[src/hdl/dcst_pkg.sv]
// Shared constants of the disk controller status and termination block
// Assumes an 8-bit host bus and an 8-bit auxiliary status bus
`default_nettype none
package dcst_pkg;
  // Register pointer values
  localparam logic [3:0] REG_CUR_HEAD  = 4'h4;
  localparam logic [3:0] REG_CUR_CYL   = 4'h5;
  localparam logic [3:0] REG_CHIP_ST   = 4'h8;
  localparam logic [3:0] REG_DRV_ST    = 4'h9;
  localparam logic [3:0] REG_TERM_MASK = 4'h9;
  localparam logic [3:0] REG_DATA      = 4'ha;
  // Command bytes
  localparam logic [7:0] CMD_RESET   = 8'h00;
  localparam logic [3:0] CMD_PTR_HI  = 4'h4;
  localparam logic [3:0] CMD_DSEL_HI = 4'h2;
  // Termination mask fields
  localparam int TM_INT_DONE = 5;
  localparam int TM_USER     = 3;
  localparam int TM_WP       = 2;
  localparam int TM_RDY      = 1;
  localparam int TM_WF       = 0;
  // Drive status fields
  localparam int DS_USER = 3;
  localparam int DS_WP   = 2;
  localparam int DS_RDY  = 1;
  localparam int DS_WF   = 0;
  // Chip event inputs, bit 5 down to 0 map to chip status 7 down to 2
  localparam int CE_SYNC = 1;
  localparam int CE_CMP  = 0;
  // Reset values
  localparam logic [7:0] RST_BYTE = 8'h00;
  localparam logic [3:0] RST_PTR  = 4'h0;
  // Head load scale per drive type
  localparam logic [7:0] HL_SCALE_HARD = 8'h01;
  localparam logic [7:0] HL_SCALE_FL8  = 8'h02;
  localparam logic [7:0] HL_SCALE_FL5  = 8'h04;
  // Read data buffer
  localparam int FIFO_W = 8;
  localparam int FIFO_D = 8;

  typedef enum logic [1:0] {
    TC_OK   = 2'b00,
    TC_RDID = 2'b01,
    TC_SEEK = 2'b10,
    TC_DATA = 2'b11
  } dcst_term_t;
endpackage
`default_nettype wire

[src/hdl/dcst_stream_if.sv]
// Valid/ready byte stream between the block and its buffer
// Assumes one clock for both ends
`default_nettype none
interface dcst_stream_if #(parameter int W = 8);
  logic         valid;
  logic         ready;
  logic [W-1:0] data;
  modport src (output valid, output data, input ready);
  modport snk (input valid, input data, output ready);
endinterface
`default_nettype wire

[src/hdl/dcst_fifo.sv]
// Synchronous FIFO with registered read data
// Assumes push and pop on the same clock; clr_i empties it
`default_nettype none
module dcst_fifo #(
  parameter int W = 8,
  parameter int D = 8
) (
  input  wire logic     clk_i,
  input  wire logic     rst_i,
  input  wire logic     clr_i,
  dcst_stream_if.snk    in_if,
  dcst_stream_if.src    out_if
);
  localparam int AW = $clog2(D);
  localparam logic [AW:0] FULL = (AW+1)'(D);

  logic [W-1:0]  mem_q [D];
  logic [AW-1:0] wp_q;
  logic [AW-1:0] rp_q;
  logic [AW:0]   cnt_q;
  logic [W-1:0]  dout_q;
  logic          ov_q;
  logic          push;
  logic          fetch;

  assign in_if.ready  = (cnt_q != FULL);
  assign push         = in_if.valid & in_if.ready;
  assign fetch        = (cnt_q != '0) & (~ov_q | out_if.ready);
  assign out_if.valid = ov_q;
  assign out_if.data  = dout_q;

  // Storage
  always_ff @(posedge clk_i)
  begin
    if (push)
    begin
      mem_q[wp_q] <= in_if.data;
    end
  end

  // Pointers and fill level
  always_ff @(posedge clk_i or posedge rst_i)
  begin
    if (rst_i)
    begin
      wp_q  <= '0;
      rp_q  <= '0;
      cnt_q <= '0;
    end
    else if (clr_i)
    begin
      wp_q  <= '0;
      rp_q  <= '0;
      cnt_q <= '0;
    end
    else
    begin
      if (push)
        wp_q <= wp_q + 1'b1;
      if (fetch)
        rp_q <= rp_q + 1'b1;
      if (push & ~fetch)
        cnt_q <= cnt_q + 1'b1;
      else if (fetch & ~push)
        cnt_q <= cnt_q - 1'b1;
    end
  end

  // Output register
  always_ff @(posedge clk_i or posedge rst_i)
  begin
    if (rst_i)
    begin
      dout_q <= '0;
      ov_q   <= 1'b0;
    end
    else if (clr_i)
    begin
      ov_q <= 1'b0;
    end
    else if (fetch)
    begin
      dout_q <= mem_q[rp_q];
      ov_q   <= 1'b1;
    end
    else if (out_if.ready)
    begin
      ov_q <= 1'b0;
    end
  end
endmodule
`default_nettype wire

[src/hdl/dcst_top.sv]
// Status, interrupt and termination logic of a disk drive controller
// Assumes the command sequencer runs on clk_i; host and aux pins do not
// Function
// - Write protect ends write/format, sets done
// - Mask bit 1 lets ready change interrupt
// - Write fault ends write after current sector
// - Data register at 0AH, moved by DMA
// - Drive select scales data register head-load count
// - Current head loads from ID field
// - Current cylinder holds low cylinder bits
// - Interrupt status read drops interrupt, pending
// - Pending set by enabled done or ready change
// - DMA request set per byte, cleared by transfer
// - Done set on completion, cleared by command
// - Termination code preset per sequence, shown when done
// - Ready edge sets ready change, read clears
// - Late acknowledge sets overrun; reset only clears
// - Bad sector from head MSB, cleared otherwise
// - Chip status valid from done to command
// - Chip status flags; sync/compare errors terminate
// - Chip status low bits show selected drive
// - Drive status latched when aux bus free
// - Drive status bits follow aux bus lines
// - Status checked at command and sector boundaries
// - Mask bit 5 lets done interrupt
// - User-defined input ends command after sector
`default_nettype none
module dcst_top
  import dcst_pkg::*;
(
  input  wire logic        clk_i,
  input  wire logic        rst_i,
  input  wire logic [7:0]  host_data_bus_i,
  output logic [7:0]       host_data_bus_o,
  output logic             host_data_bus_oe_o,
  input  wire logic        host_strobe_n_i,
  input  wire logic        cmd_sel_i,
  input  wire logic        host_write_i,
  input  wire logic        dma_ack_i,
  output logic             dma_req_o,
  output logic             int_o,
  input  wire logic [7:0]  aux_bus_i,
  input  wire logic        aux_busy_i,
  input  wire logic [1:0]  drive_sel_i,
  input  wire logic [1:0]  drive_type_i,
  input  wire logic        write_op_i,
  input  wire logic        xfer_rd_i,
  input  wire logic        seq_enter_i,
  input  wire logic [1:0]  seq_code_i,
  input  wire logic        status_chk_i,
  input  wire logic        sector_end_i,
  input  wire logic        cmd_done_i,
  input  wire logic        id_valid_i,
  input  wire logic [7:0]  id_head_i,
  input  wire logic [7:0]  id_cyl_i,
  input  wire logic        byte_due_i,
  input  wire logic [5:0]  chip_ev_i,
  input  wire logic        disk_valid_i,
  input  wire logic [7:0]  disk_data_i,
  output logic             disk_ready_o,
  output logic             disk_wr_valid_o,
  output logic [7:0]       disk_wr_data_o,
  input  wire logic        disk_wr_take_i,
  output logic [7:0]       cmd_o,
  output logic             cmd_valid_o,
  output logic             term_o,
  output logic [15:0]      head_load_o
);
  function automatic logic [7:0] hl_scale(input logic [1:0] t);
    unique case (t)
      2'b00: hl_scale = HL_SCALE_HARD;
      2'b01: hl_scale = HL_SCALE_FL8;
      2'b10: hl_scale = HL_SCALE_FL5;
      2'b11: hl_scale = HL_SCALE_HARD;
    endcase
  endfunction

  // Pin synchronisers
  logic [11:0] pin_s1_q;
  logic [11:0] pin_s2_q;
  logic        stb_s3_q;
  logic [7:0]  aux_s1_q;
  logic [7:0]  aux_s2_q;

  always_ff @(posedge clk_i or posedge rst_i)
  begin
    if (rst_i)
    begin
      pin_s1_q <= 12'h800;
      pin_s2_q <= 12'h800;
      stb_s3_q <= 1'b1;
      aux_s1_q <= RST_BYTE;
      aux_s2_q <= RST_BYTE;
    end
    else
    begin
      pin_s1_q <= {host_strobe_n_i, cmd_sel_i, host_write_i, dma_ack_i, host_data_bus_i};
      pin_s2_q <= pin_s1_q;
      stb_s3_q <= pin_s2_q[11];
      aux_s1_q <= aux_bus_i;
      aux_s2_q <= aux_s1_q;
    end
  end

  logic       acc;
  logic       cd;
  logic       wr;
  logic       dack;
  logic [7:0] db;
  assign cd   = pin_s2_q[10];
  assign wr   = pin_s2_q[9];
  assign dack = pin_s2_q[8];
  assign db   = pin_s2_q[7:0];
  assign acc  = stb_s3_q & ~pin_s2_q[11];

  // Host access decode
  logic [3:0] ptr_q;
  logic       cmd_wr;
  logic       ist_rd;
  logic       soft_rst;
  logic       ptr_wr;
  logic       new_cmd;
  logic       reg_acc;
  logic       data_wr;
  logic       data_rd;
  logic       mask_wr;
  assign cmd_wr   = acc & cd & wr;
  assign ist_rd   = acc & cd & ~wr;
  assign soft_rst = cmd_wr & (db == CMD_RESET);
  assign ptr_wr   = cmd_wr & (db[7:4] == CMD_PTR_HI);
  assign new_cmd  = cmd_wr & ~soft_rst & ~ptr_wr;
  assign reg_acc  = acc & ~cd & ~dack;
  assign data_wr  = acc & ~cd & wr & (dack | (ptr_q == REG_DATA));
  assign data_rd  = acc & ~cd & ~wr & (dack | (ptr_q == REG_DATA));
  assign mask_wr  = reg_acc & wr & (ptr_q == REG_TERM_MASK);

  // Pointer, mask and command output
  logic [7:0] mask_q;
  always_ff @(posedge clk_i or posedge rst_i)
  begin
    if (rst_i)
    begin
      ptr_q       <= RST_PTR;
      mask_q      <= RST_BYTE;
      cmd_o       <= RST_BYTE;
      cmd_valid_o <= 1'b0;
    end
    else if (soft_rst)
    begin
      ptr_q       <= RST_PTR;
      mask_q      <= RST_BYTE;
      cmd_o       <= CMD_RESET;
      cmd_valid_o <= 1'b0;
    end
    else
    begin
      cmd_valid_o <= new_cmd;
      if (ptr_wr)
        ptr_q <= db[3:0];
      if (mask_wr)
        mask_q <= db;
      if (new_cmd)
        cmd_o <= db;
    end
  end

  // Drive status latch
  logic [7:0] ds_q;
  logic       rdy_ev;
  assign rdy_ev = ~aux_busy_i & (aux_s2_q[DS_RDY] != ds_q[DS_RDY]);
  always_ff @(posedge clk_i or posedge rst_i)
  begin
    if (rst_i)
      ds_q <= RST_BYTE;
    else if (~aux_busy_i)
      ds_q <= aux_s2_q;
  end

  // Termination decisions
  logic done_q;
  logic pend_q;
  logic wp_hit;
  logic pend_set;
  logic pend_end;
  logic err_stop;
  logic done_set;
  logic done_rise;
  assign wp_hit   = ~done_q & write_op_i & mask_q[TM_WP] & ds_q[DS_WP];
  assign pend_set = ~done_q & ((write_op_i & mask_q[TM_WF] & ds_q[DS_WF])
                    | (mask_q[TM_USER] & ds_q[DS_USER]));
  assign pend_end = (pend_q | pend_set) & (sector_end_i | status_chk_i);
  assign err_stop = chip_ev_i[CE_SYNC] | chip_ev_i[CE_CMP];
  assign done_set = cmd_done_i | wp_hit | pend_end | err_stop;
  assign done_rise = done_set & ~done_q;

  always_ff @(posedge clk_i or posedge rst_i)
  begin
    if (rst_i)
      pend_q <= 1'b0;
    else if (soft_rst | new_cmd | done_q)
      pend_q <= 1'b0;
    else if (pend_set)
      pend_q <= 1'b1;
  end

  // Done, termination code and termination strobe
  dcst_term_t term_q;
  always_ff @(posedge clk_i or posedge rst_i)
  begin
    if (rst_i)
    begin
      done_q <= 1'b0;
      term_q <= TC_OK;
      term_o <= 1'b0;
    end
    else if (soft_rst)
    begin
      done_q <= 1'b0;
      term_q <= TC_OK;
      term_o <= 1'b0;
    end
    else
    begin
      term_o <= done_rise & ~cmd_done_i;
      if (done_set)
        done_q <= 1'b1;
      else if (new_cmd)
        done_q <= 1'b0;
      if (seq_enter_i)
        term_q <= dcst_term_t'(seq_code_i);
      else if (new_cmd)
        term_q <= TC_OK;
    end
  end

  // Interrupt pending and ready change
  logic int_pend_q;
  logic rdy_chg_q;
  always_ff @(posedge clk_i or posedge rst_i)
  begin
    if (rst_i)
    begin
      int_pend_q <= 1'b0;
      rdy_chg_q  <= 1'b0;
    end
    else if (soft_rst)
    begin
      int_pend_q <= 1'b0;
      rdy_chg_q  <= 1'b0;
    end
    else
    begin
      if ((done_rise & mask_q[TM_INT_DONE]) | (rdy_ev & mask_q[TM_RDY]))
        int_pend_q <= 1'b1;
      else if (ist_rd)
        int_pend_q <= 1'b0;
      if (rdy_ev)
        rdy_chg_q <= 1'b1;
      else if (ist_rd)
        rdy_chg_q <= 1'b0;
    end
  end
  assign int_o = int_pend_q;

  // Read buffer between disk and data register
  dcst_stream_if #(.W(FIFO_W)) fill_if ();
  dcst_stream_if #(.W(FIFO_W)) drain_if ();
  logic full_q;
  assign fill_if.valid  = disk_valid_i;
  assign fill_if.data   = disk_data_i;
  assign disk_ready_o   = fill_if.ready;
  assign drain_if.ready = xfer_rd_i & ~dreq_q;

  dcst_fifo #(.W(FIFO_W), .D(FIFO_D)) u_fifo (
    .clk_i  (clk_i),
    .rst_i  (rst_i),
    .clr_i  (soft_rst),
    .in_if  (fill_if),
    .out_if (drain_if)
  );

  // Data register, DMA request and overrun
  logic [7:0] data_q;
  logic       dreq_q;
  logic       ovr_q;
  always_ff @(posedge clk_i or posedge rst_i)
  begin
    if (rst_i)
    begin
      data_q <= RST_BYTE;
      full_q <= 1'b0;
      dreq_q <= 1'b0;
      ovr_q  <= 1'b0;
    end
    else if (soft_rst)
    begin
      full_q <= 1'b0;
      dreq_q <= 1'b0;
      ovr_q  <= 1'b0;
    end
    else
    begin
      if (byte_due_i & dreq_q)
        ovr_q <= 1'b1;
      if (drain_if.valid & drain_if.ready)
      begin
        data_q <= drain_if.data;
        full_q <= 1'b1;
        dreq_q <= 1'b1;
      end
      else if (disk_wr_take_i & full_q & ~xfer_rd_i)
      begin
        full_q <= 1'b0;
        dreq_q <= 1'b1;
      end
      else if (data_wr)
      begin
        data_q <= db;
        full_q <= ~xfer_rd_i;
        dreq_q <= 1'b0;
      end
      else if (data_rd)
      begin
        full_q <= 1'b0;
        dreq_q <= 1'b0;
      end
    end
  end
  assign dma_req_o       = dreq_q;
  assign disk_wr_valid_o = full_q & ~xfer_rd_i;
  assign disk_wr_data_o  = data_q;

  // Head load count on drive select
  always_ff @(posedge clk_i or posedge rst_i)
  begin
    if (rst_i)
      head_load_o <= '0;
    else if (new_cmd & (db[7:4] == CMD_DSEL_HI))
      head_load_o <= data_q * hl_scale(drive_type_i);
  end

  // Current head, cylinder and bad sector
  logic [7:0] head_q;
  logic [7:0] cyl_q;
  logic       bad_q;
  always_ff @(posedge clk_i or posedge rst_i)
  begin
    if (rst_i)
    begin
      head_q <= RST_BYTE;
      cyl_q  <= RST_BYTE;
      bad_q  <= 1'b0;
    end
    else if (soft_rst)
    begin
      bad_q <= 1'b0;
    end
    else
    begin
      if (id_valid_i)
      begin
        head_q <= id_head_i;
        cyl_q  <= id_cyl_i;
        bad_q  <= id_head_i[7];
      end
      else if (new_cmd)
        bad_q <= 1'b0;
    end
  end

  // Chip status flags
  logic [5:0] cs_q;
  always_ff @(posedge clk_i or posedge rst_i)
  begin
    if (rst_i)
      cs_q <= '0;
    else if (soft_rst)
      cs_q <= '0;
    else if (|chip_ev_i)
      cs_q <= (new_cmd ? 6'h00 : cs_q) | chip_ev_i;
    else if (new_cmd)
      cs_q <= '0;
  end

  // Read data path
  logic [7:0] ist;
  logic [7:0] rd_d;
  assign ist = {int_pend_q, dreq_q, done_q, term_q & {2{done_q}},
                rdy_chg_q, ovr_q, bad_q};

  always_comb
  begin
    rd_d = RST_BYTE;
    if (cd)
      rd_d = ist;
    else if (dack)
      rd_d = data_q;
    else
    begin
      unique case (ptr_q)
        REG_CUR_HEAD: rd_d = head_q;
        REG_CUR_CYL:  rd_d = cyl_q;
        REG_CHIP_ST:  rd_d = {cs_q, drive_sel_i};
        REG_DRV_ST:   rd_d = ds_q;
        REG_DATA:     rd_d = data_q;
        default:      rd_d = RST_BYTE;
      endcase
    end
  end

  always_ff @(posedge clk_i or posedge rst_i)
  begin
    if (rst_i)
    begin
      host_data_bus_o    <= RST_BYTE;
      host_data_bus_oe_o <= 1'b0;
    end
    else
    begin
      host_data_bus_oe_o <= ~pin_s2_q[11] & ~wr;
      if (acc & ~wr)
        host_data_bus_o <= rd_d;
    end
  end
endmodule
`default_nettype wire

[config.mk]
export PLATFORM = sky130hd
export DESIGN_NAME = dcst_top
export DESIGN_NICKNAME = d
export VERILOG_FILES = /design/src/hdl/dcst_pkg.sv /design/src/hdl/dcst_stream_if.sv /design/src/hdl/dcst_fifo.sv /design/src/hdl/dcst_top.sv
export SDC_FILE = /design/constraint.sdc
export NUM_CORES = 1
export LEC_CHECK = 0
export ABC_AREA = 1
export BUFFER_PORTS_ARGS = -buffer_cell sky130_fd_sc_hd__buf_2
export CAP_MARGIN = 5
export CORE_MARGIN = 2
export CORE_UTILIZATION = 60
export CTS_BUF_LIST = sky130_fd_sc_hd__clkbuf_4
export CTS_CLUSTER_DIAMETER = 40
export DETAILED_ROUTE_END_ITERATION = 6
export GPL_ROUTABILITY_DRIVEN = 0
export GPL_TIMING_DRIVEN = 0
export PLACE_DENSITY_LB_ADDON = 0.3
export SYNTH_ARGS = -nofsm -noshare
export SYNTH_HDL_FRONTEND = slang
export SYNTH_SLANG_ARGS = --single-unit
export TNS_END_PERCENT = 100
[constraint.sdc]
create_clock -name clk_i -period 6.1 [get_ports clk_i]
set_input_delay 1.22 -clock clk_i [delete_from_list [all_inputs] [get_ports clk_i]]
set_output_delay 1.22 -clock clk_i [all_outputs]
set_load 0.03 [all_outputs]
---- Yosys cells after proc, flatten, opt, wreduce, memory -nomap -nowiden ----
Memory sizes are Yosys's and may differ from the RTL's. A register that Yosys moved wholly into a read port is not among the register bits.
Cells that the tools add are included.
cells by class
  reduce and logical (&&, ||, !) cells .... 24
  $mul .................................... 1
  multiplexer cells ....................... 57
  shift operators ......................... 0
  order comparisons ....................... 0
  bitwise operators ....................... 70
  divide/modulo/power cells ............... 0
  equal/unequal tests ..................... 13
  add/subtract/negate cells ............... 4
operator list
  operator                                                         count
  8-bit 2-to-1 mux                                                 8
  1-bit bitwise AND                                                42
  8-bit one-hot mux with 5 select lines                            1
  1-bit 2-to-1 mux                                                 30
  6-bit 2-to-1 mux                                                 5
  8-bit one-hot mux with 3 select lines                            1
  3-bit nonzero test                                               7
  4-bit 2-to-1 mux                                                 5
  8-bit by 8-bit multiplier with 16-bit output                     1
  2-bit nonzero test                                               8
  1-bit inverter                                                   14
  4-bit by 3-bit == test with 1-bit output, second input constant  3
  4-bit == test, second input constant                             3
  3-bit 2-to-1 mux                                                 4
  1-bit bitwise OR                                                 12
  8-bit zero test                                                  1
  3-bit by 1-bit adder with 3-bit output, second input constant    2
  2-bit 2-to-1 mux                                                 3
  6-bit bitwise OR                                                 1
  6-bit OR reduction                                               1
  5-bit nonzero test                                               1
  4-bit by 1-bit adder with 4-bit output, second input constant    1
  2-bit == test, second input constant                             2
  4-bit by 2-bit == test with 1-bit output, second input constant  1
  11 further kinds                                                 12
word-level totals
  word-level logic and storage cells ...... 201
  input port bits ......................... 69
  bits in latches ......................... 0
  memories kept ........................... 1
  ROM bits ................................ 0
  register bits ........................... 145
  output and inout bits ................... 47
  bits in writable memories ............... 64
memory list
  name          words  width  rd ports  clocked after memory_dff  wr ports  RTL line         text
  u_fifo.mem_q  8      8      1         1                         1         dcst_fifo.sv:17  logic [W-1:0] mem_q [D];

---- Depth between registers and ports, before layout ----
Gate-level depths: netlist of the first run.
  word-level depth ........................ 13
  mapped depth ............................ 20

---- Hierarchy ----
From an unflattened synthesis of the first run, not the netlist that was laid out.
second synthesis, totals
  cells, all modules ...................... 986
  area, all modules ....................... 9532.9 um^2
by module, submodules not included
  module     area an instance (um^2)  instances  cells an instance
  dcst_top   6024.5                   1          686
  dcst_fifo  3508.4                   1          300

---- Least setup slack after synthesis of the first run ----
Ideal clock, no wire load.
  path kind ............................... input-to-reg
  start point ............................. input port drive_type_i[0]
  end point ............................... register head_load_o[7]
  stages .................................. 18
  library setup time ...................... 0.127 ns
  path slack .............................. 2.066 ns
  path buffers ............................ 1
  arrival ................................. 3.907 ns
  cell sequence ........................... inv_1 -> ha_1 -> clkbuf_1 -> nand2_1 -> inv_1 -> ha_1 -> ha_1 -> inv_1 -> fa_1 -> inv_1 -> ha_1 -> inv_1 -> fa_1 -> inv_1 -> nand3_1 -> nand2_1 -> xor2_1 -> o21ai_0
on the way
  longest elaborated chain between the ends .. 5
  elaborated cells between the ends (all ways) .. 8
ends and longest elaborated chain
  item                                                     RTL line         text
  start: declaration                                       dcst_top.sv:45   input wire logic [1:0] drive_type_i,
  2-bit == test / 2-bit zero test (equally long branches)  dcst_top.sv:70   unique case (t)
  2-bit OR reduction (no source line)                      -
  8-bit one-hot mux with 3 select lines (*)                dcst_top.sv:70
  8-bit 2-to-1 mux (*)                                     dcst_top.sv:338  else if (new_cmd & (db[7:4] == CMD_DSEL_HI))
  8-bit by 8-bit multiplier with 16-bit output (*)         dcst_top.sv:339  head_load_o <= data_q * hl_scale(drive_type_i);
  end signal: assignment                                   dcst_top.sv:339
  end: declaration                                         dcst_top.sv:67   output logic [15:0] head_load_o
Every way passes the cells marked *; elsewhere a longest branch is shown, timed or not. The select of a mux whose other input is x is not followed.
A chain may end at the register's enable or synchronous reset.

---- Final worst setup path of the first run ----
Ends and elaborated chain as after synthesis.

==> results.txt, run 1 <==
----------------------------------------------------
[GRT]
  Largest net degree at the start of global routing ... 80
  Via count of the first global-routing pass ... about 7000
  Antenna violations before repair ... 1
  GRT Overall Usage ... a little over a quarter
  First-pass GRT wire length ... about 34000 µm
  Overflow left after global routing ... 0

[Logic synthesis]
  Mean area per synthesized cell ... ~9.4 µm²
  Prevailing post-synth register cell ... sky130_fd_sc_hd__dfrtp_1
  Most frequent cells after synthesis ... 302 x sky130_fd_sc_hd__nand2_1, 145 x sky130_fd_sc_hd__dfrtp_1, 118 x sky130_fd_sc_hd__inv_1
  Yosys Warn Count ... 0
  Top cells by area in the synthesized netlist ... sky130_fd_sc_hd__dfrtp_1 38%, sky130_fd_sc_hd__edfxtp_1 20%, sky130_fd_sc_hd__nand2_1 12%, sky130_fd_sc_hd__inv_1 4.6%, sky130_fd_sc_hd__o21ai_0 3.8%
  Yosys top cell area share ... between 30% and 40%
  Async SR Flop Fraction ... 69.8%
  Most instantiated library cell after synthesis ... sky130_fd_sc_hd__nand2_1
  Post-synthesis instance area ... 0.00964 mm²
  Number of enable-type register cells in the synthesized netlist ... 64
  Gate Count Post-Synth ... 1026
  Number of library cell types mapped by synthesis ... 45
  Largest area contributor in the synthesized netlist ... sky130_fd_sc_hd__dfrtp_1
  Sequential fraction of the synthesis area ... 58.4%
  Number of flip-flops and latches in the synthesized netlist ... 212

[Timing]
  Period utilization ... a little over three fifths
  Final Max Tran Viols ... 0
  Count of final hold-check violations ... 0
  Setup-failing EPs final ... 0
  Minimum clock period after layout ... between 3000 and 4000 ps
  Final Hold Slack ... around 340 ps
  Setup repair after global routing missed its margin ... false
  Fmax ... 261 MHz
  Transition at the pin with the smallest max-transition slack ... roughly 930 ps
  Worst Skew ... 23.0 ps
  Max_slew headroom ... 37.7%
  Post-route setup slack ... 2270 ps

[Detailed routing]
  Vias ... 7521
  Wire length per cell after detailed routing ... 15.0 µm
  Detailed-router iteration count before antenna repair ... 6
  DRC violation total after the first TritonRoute iteration ... between 500 and 600
  Routed wire length ... around 22000 µm
  Final ANT Viol Nets ... 0
  Count of unresolved DRC violations after routing ... 0
  Vias/cell ... ~5.2

[Floorplan]
  Area of the core ... between 0.015 and 0.02 mm²
  Starting density of the core ... between 60% and 70%
  Number of I/O pins ... between 100 and 150
  # rows ... between 40 and 50
  Die H ... 131 µm
  Die width ... 131 µm
  Area enclosed by the die boundary ... between 0.015 and 0.02 mm²

[Flow run]
  Count of max-cap constraint violations ... 0

[Layout]
  Number of filler cells placed in the layout ... between 1000 and 1500
  # nets final ... 1300
  Proportion of layout cells with a drive suffix above 1 ... 20.1%
  Area growth from synthesis to layout ... 15.7%

[Placed design]
  Half-perimeter wire length after detailed placement ... approximately 15000 µm
  Count of input and output buffers ... between 100 and 150
  Worst slack after detailed placement ... 1640 ps

[Clocking]
  Clock latency on the worst-skew pair ... roughly 650 ps
  Clock-pin slew on the worst setup and hold paths ... approximately 70 ps
  Maximum count of clock buffers along a single path ... 3
  CTS tree ... yes
  Post-CTS setup repair buffer count ... 0
  Level count of the clock H-tree ... 2
  Total number of clock tree sinks ... between 200 and 250
  Clock root buffer master ... sky130_fd_sc_hd__clkbuf_4
  Number of buffers created by CTS ... 51
  Number of resized instances in the post-cts repair step ... 0
  Post-CTS Hold Fix Bufs ... 0

[Run status]
  Status ... completed

[Min path]
  Worst min-delay path class ... flip-flop to flip-flop

[Critical path]
  Sequence of cells on the critical path ... buf_2, inv_1, ha_1, clkbuf_1, nand2_1, inv_1, ha_1, ha_1, inv_1, fa_1, inv_1, ha_1, inv_1, fa_1, inv_1, nand3_1, nand2_1, xor2_1, o21ai_0
  Largest driver fanout on the critical path ... 8
  Sort of element at the end of the critical path ... flip-flop
  Critical path launch point type ... input port
  Slowest CP cell ... sky130_fd_sc_hd__fa_1
  Required time of the worst setup path ... roughly 6600 ps
  Cell mode on critical path ... sky130_fd_sc_hd__inv_1
  Arrival time of data at the critical path endpoint ... approximately 4400 ps
  Critical setup path kind ... input port to flip-flop
  Crit-path max cell delay ... 460 ps

[Power]
  Worst ir drop on vdd ... about 0.21 mV
  Ratio of total power to cell area ... ~380 mW/mm²
  Leakage power total ... roughly 5.7 nW
  PnR Total Power ... around 0.0042 W

----------------------------------------------------
-- stage by stage --
| step | setup TNS [ps] | utilization [%] | instance area [µm²] | cells |
|---|---|---|---|---|
| after floorplan | 0 | - | 9650 | 1029 |
| after global placement | -78230 | 66.4 | 10500 | 1356 |
| after detailed placement | 0 | 66.6 | 10500 | 1357 |
| after CTS | 0 | 70.7 | 11200 | 1442 |
| after global routing | 0 | 70.7 | 11200 | 1443 |
| final | 0 | 70.7 | 11200 | 1443 |
-- logic make-up (layout without fill, tap and decap cells) --
| group | count (synthesis) | count (layout) | share of synthesized area, % |
|---|---|---|---|
| flops | 212 | 212 | 58.4 |
| xor+xnor | 4 | 4 | 0.364 |
| buf+inv | 157 | 354 | 6.96 |
| compound gates | 146 | 146 | 8.61 |
| fa+ha+maj | 37 | 37 | 5.43 |
| other cells | 1 | 5 | 0.0389 |
| simple gates | 469 | 469 | 20.2 |
-- flip-flops by register name (all words and copies together), names as in the netlist, 5 cells and up --
name / count
u_fifo.mem_q: 64
head_load_o: 12
pin_s1_q: 12
pin_s2_q: 12
aux_s1_q: 8
aux_s2_q: 8
cmd_o: 8
cyl_q: 8
disk_wr_data_o: 8
ds_q: 8
head_q: 8
host_data_bus_o: 8
u_fifo.out_if.data: 8
cs_q: 6
mask_q: 5
-- final timing paths --
| check | startpoint | end | slack (ps) | cells after the start |
|---|---|---|---|---|
| min in group asynchronous | rst_i | disk_wr_data_o[5] | 700 | 2 |
| max | drive_type_i[0] | head_load_o[7] | 2270 | 19 |
| min | pin_s1_q[8] | pin_s2_q[8] | 340 | 0 |
| max reg2reg | disk_wr_data_o[2] | head_load_o[7] | 3020 | 15 |
| min reg2reg | pin_s1_q[8] | pin_s2_q[8] | 340 | 0 |
| max in group asynchronous | rst_i | pin_s1_q[11] | 4570 | 3 |
-- critical path, delay by kind of cell --
kind	cells	cell delay (ps)
AND/OR/NAND/NOR	3	270
AO/OA/AOI/OAI	1	120
XOR/XNOR	1	210
buffers and inverters	8	760
adder cells (fa/ha/maj)	6	1770
-- cell usage in the layout (no fill, tap or decap), drive strengths merged, types with 2 or more instances in the layout --
master,instances
a21o,3
a21oi,30
buf,128
bufinv,2
clkbuf,89
clkinv,12
conb,4
dfrtp,145
dfstp,3
edfxtp,64
fa,8
ha,29
inv,123
nand2,309
nand3,60
nand4,5
nor2,89
nor3,2
nor3b,2
o211ai,4
o21ai,93
o221ai,3
o22ai,9
xnor2,2
xor2,2
-- power breakdown --
group          switching [W]  internal [W]  total, W
Combinational       0.000828      0.000393   0.00122
Sequential          0.000165       0.00169   0.00186
Clock               0.000538      0.000623   0.00116
Total                0.00153       0.00271   0.00424
-- metal layers --
metal  up-vias  routed length, µm  track usage (%)
li1       3669                  -                -
met1      3478               9000             35.5
met2       318              10300             41.4
met3        56               1760             5.17
met4         0                648             11.8
met5         -                  0                0
-- cell type report --
class	count	area (µm²)	share of cell area [%]
tap	216	270	2.42
buffer	33	200	1.79
clock inverter	13	104	0.931
clock buffer	72	541	4.85
antenna	1	2.50	0.0224
sequential	212	5630	50.5
multi-input combinational	660	3350	30.0
inverter	124	475	4.26
timing repair buffer	112	583	5.23
Note: power is estimated with default switching activity, not from simulation.
==> run 2: changes to the inputs <==
--- a/config.mk
+++ b/config.mk
@@ -5,11 +5,11 @@
 export SDC_FILE = /design/constraint.sdc
 export NUM_CORES = 1
 export LEC_CHECK = 0
-export ABC_AREA = 1
+export ABC_AREA = 0
 export BUFFER_PORTS_ARGS = -buffer_cell sky130_fd_sc_hd__buf_2
 export CAP_MARGIN = 5
 export CORE_MARGIN = 2
-export CORE_UTILIZATION = 60
+export CORE_UTILIZATION = 54
 export CTS_BUF_LIST = sky130_fd_sc_hd__clkbuf_4
 export CTS_CLUSTER_DIAMETER = 40
 export DETAILED_ROUTE_END_ITERATION = 6
==> constraint.sdc (replaced) <==
create_clock -name clk_i -period 3.49 [get_ports clk_i]
set_input_delay 0.698 -clock clk_i [delete_from_list [all_inputs] [get_ports clk_i]]
set_output_delay 0.698 -clock clk_i [all_outputs]
set_load 0.03 [all_outputs]
==> run 2 against run 1 <==
Critical path depth shrank 2. Combinational power is 72% higher. Utilization decreased by 5.6 points. Via count shrank 18%. Non-clock buffer count increased by 3. Final area is 3.1% lower. Final cell count fell by 23%. Largest cell class unchanged. Clock power grew 66%. Sequential cell count is the same. Die area is 5.8% higher. Setup slack worse by 2100 ps. Worst hold slack worse by 200 ps.
==> results.txt, run 2 <==
----------------------------------------------------
[Floorplan]
  Area enclosed by the die boundary ... 0.0181 mm² (+5.8%)
  Die H ... 134 µm (+2.8%)
  Die width ... 134 µm (+2.8%)
  Number of I/O pins ... 116 (unchanged)
  Area of the core ... 0.0166 mm² (+5.2%)
  # rows ... 47 (+2.2%)
  Starting density of the core ... 55.4% (-5.7 points)

[Timing]
  Setup repair after global routing missed its margin ... false
  Final Max Tran Viols ... 0 (unchanged)
  Setup-failing EPs final ... 0 (unchanged)
  Minimum clock period after layout ... roughly 3300 ps
  Max_slew headroom ... 16.1% (-22 points)
  Worst Skew ... 39.5 ps (+16.5 ps)
  Fmax ... 300 MHz
  Count of final hold-check violations ... 0 (unchanged)
  Period utilization ... around 96%
  Transition at the pin with the smallest max-transition slack ... 1250 ps (+318 ps)

[Clocking]
  CTS tree ... yes
  Clock-pin slew on the worst setup and hold paths ... 70 ps (about the same)
  Clock root buffer master ... sky130_fd_sc_hd__clkbuf_4
  Post-CTS setup repair buffer count ... 0 (unchanged)
  Total number of clock tree sinks ... 212 (unchanged)
  Post-CTS Hold Fix Bufs ... 0 (unchanged)
  Level count of the clock H-tree ... 2 (unchanged)
  Number of buffers created by CTS ... 50 (-2.0%)
  Number of resized instances in the post-cts repair step ... 0 (unchanged)
  Clock latency on the worst-skew pair ... 650 ps (about the same)
  Maximum count of clock buffers along a single path ... 3 (unchanged)

[Logic synthesis]
  Yosys Warn Count ... 0 (unchanged)
  Yosys top cell area share ... 39.5% (+1.8 points)
  Gate Count Post-Synth ... 685 (-33%)
  Mean area per synthesized cell ... 13.4 µm² (+43%)
  Post-synthesis instance area ... 0.00919 mm² (-4.6%)
  Number of flip-flops and latches in the synthesized netlist ... 212 (unchanged)
  Top cells by area in the synthesized netlist ... sky130_fd_sc_hd__dfrtp_1 39%, sky130_fd_sc_hd__edfxtp_1 21%, sky130_fd_sc_hd__ha_1 3.9%, sky130_fd_sc_hd__mux4_2 3.9%, sky130_fd_sc_hd__mux2i_1 3.4%
  Most frequent cells after synthesis ... 145 x sky130_fd_sc_hd__dfrtp_1, 64 x sky130_fd_sc_hd__edfxtp_1, 41 x sky130_fd_sc_hd__nor2_1
  Largest area contributor in the synthesized netlist ... sky130_fd_sc_hd__dfrtp_1
  Number of enable-type register cells in the synthesized netlist ... 64 (unchanged)
  Most instantiated library cell after synthesis ... sky130_fd_sc_hd__dfrtp_1
  Sequential fraction of the synthesis area ... 61.2% (+2.8 points)
  Prevailing post-synth register cell ... sky130_fd_sc_hd__dfrtp_1
  Number of library cell types mapped by synthesis ... 62 (+38%)
  Async SR Flop Fraction ... 69.8% (unchanged)

[GRT]
  Antenna violations before repair ... 1 (unchanged)
  Largest net degree at the start of global routing ... 44 (-45%)
  Overflow left after global routing ... 0 (unchanged)
  First-pass GRT wire length ... 32100 µm (-6.3%)
  Via count of the first global-routing pass ... 6437 (-6.7%)
  GRT Overall Usage ... 22.8% (-3.3 points)

[Layout]
  Core utilization of the finished layout ... 65.2% (-5.6 points)
  Final standard cell area without fillers ... 0.0108 mm² (-3.1%)
  # nets final ... 963 (-26%)
  Proportion of layout cells with a drive suffix above 1 ... 29.7% (+9.5 points)
  Area growth from synthesis to layout ... 17.6%
  Most common library cell in the layout ignoring fill and taps ... sky130_fd_sc_hd__dfrtp_1
  Number of filler cells placed in the layout ... 1273 (+3.1%)
  Commonest cells after routing, fill and taps aside ... 145 x sky130_fd_sc_hd__dfrtp_1, 115 x sky130_fd_sc_hd__buf_2, 75 x sky130_fd_sc_hd__clkbuf_4, 64 x sky130_fd_sc_hd__edfxtp_1, 41 x sky130_fd_sc_hd__nor2_1
  Register ranked first by flip-flop count ... u_fifo.mem_q
  Largest register FFs ... 64 (unchanged)

[Critical path]
  Critical setup path kind ... input port to flip-flop
  Arrival time of data at the critical path endpoint ... 3850 ps (-510 ps)
  Sort of element at the end of the critical path ... flip-flop
  Largest driver fanout on the critical path ... 8 (unchanged)
  Required time of the worst setup path ... 4000 ps (-2630 ps)
  Critical path launch point type ... input port

[Placed design]
  Half-perimeter wire length after detailed placement ... 14700 µm (-3.2%)
  Count of input and output buffers ... 110 (-0.90%)
  Post-Place Cell Area ... 0.0102 mm² (-3.3%)

[Detailed routing]
  Count of unresolved DRC violations after routing ... 0 (unchanged)
  Routed wire length ... 20100 µm (-7.4%)
  Wire length per cell after detailed routing ... 18.0 µm (+19%)
  DRC violation total after the first TritonRoute iteration ... 365 (-36%)
  Final ANT Viol Nets ... 0 (unchanged)
  Detailed-router iteration count before antenna repair ... 6 (unchanged)
  Vias/cell ... 5.53 (+6.0%)
  Vias ... 6179 (-18%)

[Flow run]
  Count of max-cap constraint violations ... 0 (unchanged)

[Power]
  Worst ir drop on vdd ... 0.501 mV (+140%)
  Leakage power total ... 4.77 nW (-16%)
  PnR Total Power ... 0.00730 W (+72%)
  Ratio of total power to cell area ... 675 mW/mm² (+78%)

[Run status]
  Status ... completed

[Min path]
  Worst min-delay path class ... input port to async pin

----------------------------------------------------
run 2: cell count changes after synthesis, moves of 10 or more:
cell                      change
sky130_fd_sc_hd__o21ai_0     -44
sky130_fd_sc_hd__o21ai_1     -10
sky130_fd_sc_hd__a22o_1      +17
sky130_fd_sc_hd__mux4_2      +16
sky130_fd_sc_hd__nand2_1    -264
sky130_fd_sc_hd__mux2i_1     +31
sky130_fd_sc_hd__mux2_2      +23
sky130_fd_sc_hd__and2_1      +24
sky130_fd_sc_hd__nor2_1      -36
sky130_fd_sc_hd__nand3_1     -49
sky130_fd_sc_hd__inv_1       -79
run 2: cells by family (layout without fill, tap and decap cells):
| group | Yosys count | after routing | synth area share, % |
|---|---|---|---|
| DFF | 212 | 212 | 61.2 |
| adders and majority gates | 37 | 37 | 5.69 |
| buffers and inverters | 70 | 279 | 3.24 |
| and+or+nand+nor | 163 | 163 | 9.42 |
| AOI/OAI and AO/OA | 112 | 112 | 8.10 |
| xor gates and xnor gates | 11 | 11 | 1.05 |
| other | 1 | 5 | 0.0408 |
| muxes | 79 | 79 | 11.2 |
run 2: worst max-delay path, cell delays in order:
cell and delay, ps:
sky130_fd_sc_hd__buf_2 110, sky130_fd_sc_hd__inv_1 50, sky130_fd_sc_hd__ha_1 270, sky130_fd_sc_hd__and2_1 200, sky130_fd_sc_hd__ha_1 290, sky130_fd_sc_hd__ha_1 290
sky130_fd_sc_hd__inv_1 50, sky130_fd_sc_hd__fa_1 520, sky130_fd_sc_hd__inv_1 40, sky130_fd_sc_hd__ha_2 200, sky130_fd_sc_hd__inv_2 70, sky130_fd_sc_hd__fa_2 220
sky130_fd_sc_hd__nor2b_1 70, sky130_fd_sc_hd__o31ai_2 300, sky130_fd_sc_hd__nand2b_1 120, sky130_fd_sc_hd__a211oi_2 220, sky130_fd_sc_hd__o31ai_1 110
run 2: stage by stage:
step	setup WS [ps]	TNS, ps	cells	hold slack (ps)
6_report	151	0	1118	146
5_1_grt	47.7	0	1118	109
4_1_cts	193	0	1116	105
3_5_place_dp	-471	-2210	1024	335
3_3_place_gp	-321	-1450	1018	332
2_1_floorplan	-5.38	-5.38	688	331
run 2: path summary, 6_finish.rpt:
check                                    from             end  slack [ps]  depth (start not counted)
max                           drive_type_i[1]  head_load_o[9]         150                         17
min                                     rst_i        cmd_o[5]         150                          2
max reg2reg                 disk_wr_data_o[2]  head_load_o[9]         190                         14
min reg2reg                      pin_s1_q[11]    pin_s2_q[11]         340                          0
max in group asynchronous               rst_i        stb_s3_q        2360                          4
min in group clk_i         host_data_bus_i[5]     pin_s1_q[5]         160                          1
run 2: power breakdown:
| part | switching [W] | total [W] | internal (W) |
|---|---|---|---|
| Combinational | 0.00121 | 0.00210 | 0.000890 |
| Clock | 0.000943 | 0.00193 | 0.000985 |
| Sequential | 0.000302 | 0.00326 | 0.00296 |
run 2: final cells by class:
class	instances	area (µm²)	area share, %
sequential	212	5630	52.1
multi-input combinational	406	3330	30.8
timing repair buffer	117	638	5.90
antenna	1	2.50	0.0232
clock buffer	75	563	5.21
buffer	31	151	1.40
inverter	39	150	1.39
clock inverter	17	66.3	0.614
tap	220	275	2.55
run 2: per-layer routing:
metal | track usage, % | routed length (µm) | vias to the layer above
met1 | 28.8 | 8080 | 3057
li1 | - | - | 2846
met3 | 4.92 | 1400 | 41
met4 | 8.30 | 418 | 0
met2 | 39.3 | 10200 | 235
met5 | 0 | 0 | -
==> run 3: changes to the inputs <==
--- a/config.mk
+++ b/config.mk
@@ -9,7 +9,7 @@
 export BUFFER_PORTS_ARGS = -buffer_cell sky130_fd_sc_hd__buf_2
 export CAP_MARGIN = 5
 export CORE_MARGIN = 2
-export CORE_UTILIZATION = 54
+export CORE_UTILIZATION = 60
 export CTS_BUF_LIST = sky130_fd_sc_hd__clkbuf_4
 export CTS_CLUSTER_DIAMETER = 40
 export DETAILED_ROUTE_END_ITERATION = 6
==> constraint.sdc (replaced) <==
create_clock -name clk_i -period 3.3 [get_ports clk_i]
set_input_delay 0.66 -clock clk_i [delete_from_list [all_inputs] [get_ports clk_i]]
set_output_delay 0.66 -clock clk_i [all_outputs]
set_load 0.03 [all_outputs]
==> run 3 against run 2 <==
Die area decreased by 9.7%. Global-route usage increased by 1.5 points. Register-to-register slack got worse by 30 ps. Sequential cell count unchanged. Total power increased by 6.2%. Final area increased by 0.17%. Utilization increased by 6.6 points. Critical path type is now flip-flop to flip-flop. Critical endpoint is now head_load_o[8]. Largest cell class unchanged.
==> results.txt, run 3 (synthesized netlist as in run 2, its figures left out) <==
----------------------------------------------------
[Run status]
  Status ... completed

[Layout]
  Commonest cells after routing, fill and taps aside ... 143 x sky130_fd_sc_hd__dfrtp_1, 115 x sky130_fd_sc_hd__buf_2, 77 x sky130_fd_sc_hd__clkbuf_4, 64 x sky130_fd_sc_hd__edfxtp_1, 41 x sky130_fd_sc_hd__nor2_1
  Largest register FFs ... 64 (unchanged)
  Number of filler cells placed in the layout ... 1032 (-19%)
  Register ranked first by flip-flop count ... u_fifo.mem_q
  Final standard cell area without fillers ... 0.0108 mm² (+0.17%)
  Proportion of layout cells with a drive suffix above 1 ... 31.6% (+2.0 points)
  Area growth from synthesis to layout ... 17.8%
  # nets final ... 970 (+0.73%)
  Most common library cell in the layout ignoring fill and taps ... sky130_fd_sc_hd__dfrtp_1
  Fin cells ... 1081 (-3.3%)

[Placed design]
  Half-perimeter wire length after detailed placement ... 14300 µm (-2.8%)
  Count of input and output buffers ... 110 (unchanged)
  Number of placed cells counting well taps ... 992 (-3.1%)
  Post-Place Cell Area ... 0.0102 mm² (about the same)
  Worst slack after detailed placement ... -443 ps (+28.2 ps)

[Clocking]
  Clock latency on the worst-skew pair ... 650 ps (about the same)
  Clock root buffer master ... sky130_fd_sc_hd__clkbuf_4
  Maximum count of clock buffers along a single path ... 3 (unchanged)
  Level count of the clock H-tree ... 2 (unchanged)
  Number of buffers created by CTS ... 51 (+2.0%)
  CTS tree ... yes
  Post-CTS Hold Fix Bufs ... 0 (unchanged)
  Clock-pin slew on the worst setup and hold paths ... 70 ps (about the same)
  Total number of clock tree sinks ... 212 (unchanged)

[GRT]
  Largest net degree at the start of global routing ... 43 (-2.3%)
  GRT Overall Usage ... 24.4% (+1.5 points)
  First-pass GRT wire length ... 30800 µm (-4.0%)
  Via count of the first global-routing pass ... 6347 (-1.4%)
  Overflow left after global routing ... 0 (unchanged)
  Antenna violations before repair ... 1 (unchanged)

[Critical path]
  Slowest CP cell ... sky130_fd_sc_hd__fa_1
  Critical setup path kind ... flip-flop to flip-flop
  CP startpoint ... disk_wr_data_o[3]
  Largest driver fanout on the critical path ... 5 (-3)
  Register-to-register setup slack ... 160 ps (-30 ps)
  Sequence of cells on the critical path ... and2_1, ha_1, ha_1, inv_1, fa_1, inv_1, ha_1, a211oi_2, o21bai_1, a21oi_1, xor2_1, o21ai_0
  Arrival time of data at the critical path endpoint ... 3660 ps (-190 ps)
  Timing endpoint of the critical path ... head_load_o[8]
  Worst Path Buf+Inv ... 2 (-3)
  Depth of the most critical reg-to-reg path ... 12 (-2)
  Number of logic stages on the critical path including buffering ... 12 (-5)
  Sort of element at the end of the critical path ... flip-flop
  Cell mode on critical path ... sky130_fd_sc_hd__ha_1
  Required time of the worst setup path ... 3820 ps (-180 ps)
  Endpoint of the lowest-slack register-to-register path ... head_load_o[8]
  Crit path max-delay family ... adder cells
  Critical path launch point type ... flip-flop
  Crit-path max cell delay ... 520 ps (about the same)
  Reg-to-reg critical path startpoint ... disk_wr_data_o[3]

[Timing]
  Post-route setup slack ... 160 ps (+8.41 ps)
  Fmax ... between 300 and 400 MHz
  Period utilization ... between 90% and 100%
  Final Hold Slack ... 118 ps (-27.9 ps)
  Minimum clock period after layout ... roughly 3100 ps
  Count of final hold-check violations ... 0 (unchanged)
  Max_slew headroom ... 19.9% (+3.8 points)
  Final Max Tran Viols ... 0 (unchanged)
  Worst Skew ... 40.5 ps (+0.989 ps)
  Setup repair after global routing missed its margin ... false
  Setup-failing EPs final ... 0 (unchanged)
  Transition at the pin with the smallest max-transition slack ... 1190 ps (-57.1 ps)

[Detailed routing]
  Vias ... 6250 (+1.1%)
  Final ANT Viol Nets ... 0 (unchanged)
  Routed wire length ... 19600 µm (-2.1%)
  DRC violation total after the first TritonRoute iteration ... 282 (-23%)
  Count of unresolved DRC violations after routing ... 0 (unchanged)
  Vias/cell ... 5.78 (+4.6%)
  Detailed-router iteration count before antenna repair ... 5 (-1)
  Wire length per cell after detailed routing ... 18.2 µm (+1.2%)

[Floorplan]
  Area enclosed by the die boundary ... 0.0163 mm² (-9.7%)
  Starting density of the core ... 60.9% (+5.5 points)
  Area of the core ... 0.0151 mm² (-9.0%)
  Die H ... 128 µm (-5.0%)
  # rows ... 45 (-4.3%)
  Number of I/O pins ... 116 (unchanged)
  Die width ... 128 µm (-5.0%)

[Power]
  Worst ir drop on vdd ... 0.462 mV (-7.9%)
  Leakage power total ... 4.78 nW (+0.15%)
  Ratio of total power to cell area ... 716 mW/mm² (+6.0%)
  PnR Total Power ... 0.00775 W (+6.2%)

[Min path]
  Worst min-delay path class ... input port to flip-flop

[Flow run]
  Count of max-cap constraint violations ... 0 (unchanged)

----------------------------------------------------
-- run 3: timing repair --
item	in CTS	in global routing
setup endpoints to repair	0	1
buffers inserted	0	5
gates resized for setup	0	2
-- run 3: metrics by stage --
step           util, %  TNS [ps]
2_1_floorplan        -     -83.4
3_3_place_gp      66.8     -1540
3_5_place_dp      67.4     -1970
4_1_cts           71.4         0
5_1_grt           71.7         0
6_report          71.7         0
-- run 3: report_power, final --
part	total [W]	internal [W]	switching, W
Combinational	0.00233	0.00101	0.00132
Clock	0.00197	0.00103	0.000940
Sequential	0.00345	0.00314	0.000311
-- run 3: routing by layer --
layer	track usage, %	vias to the layer above	wire length (µm)
met5	0	-	0
met3	6.22	38	1370
met4	8.60	0	392
li1	-	2848	-
met2	41.7	232	10000
met1	30.4	3132	7850
-- run 3: worst register-to-register path: cells and delay by family, from the launching register on --
| family | cells | cell delay [ps] |
|---|---|---|
| buffers and inverters | 2 | 100 |
| AND/OR/NAND/NOR | 1 | 150 |
| AO/OA/AOI/OAI | 4 | 700 |
| adder cells (fa/ha/maj) | 4 | 1420 |
| flip-flops | 1 | 440 |
| XOR/XNOR | 1 | 220 |
-- run 3: final cells by class --
class                   count  area, µm²  area share, %
well taps                 188        235           2.17
plain buffers              31        151           1.40
diodes                      1       2.50         0.0231
clock inverters             5       20.0          0.185
repair buffers            123        683           6.31
inverters                  39        153           1.41
flip-flops and latches    212       5630           52.0
clock buffers              76        571           5.27
multi-input cells         406       3380           31.2
-- run 3: worst min-delay path by stage --
stage                             startpoint           to  slack, ps  cells past startpoint
after global placement           aux_s1_q[6]  aux_s2_q[6]        330                      0
after CTS                 host_data_bus_i[1]  pin_s1_q[1]         80                      1
after global routing      host_data_bus_i[1]  pin_s1_q[1]         80                      1
final                     host_data_bus_i[5]  pin_s1_q[5]        120                      1
after detailed placement         aux_s1_q[2]  aux_s2_q[2]        330                      0
after floorplan                  aux_s1_q[0]  aux_s2_q[0]        330                      0
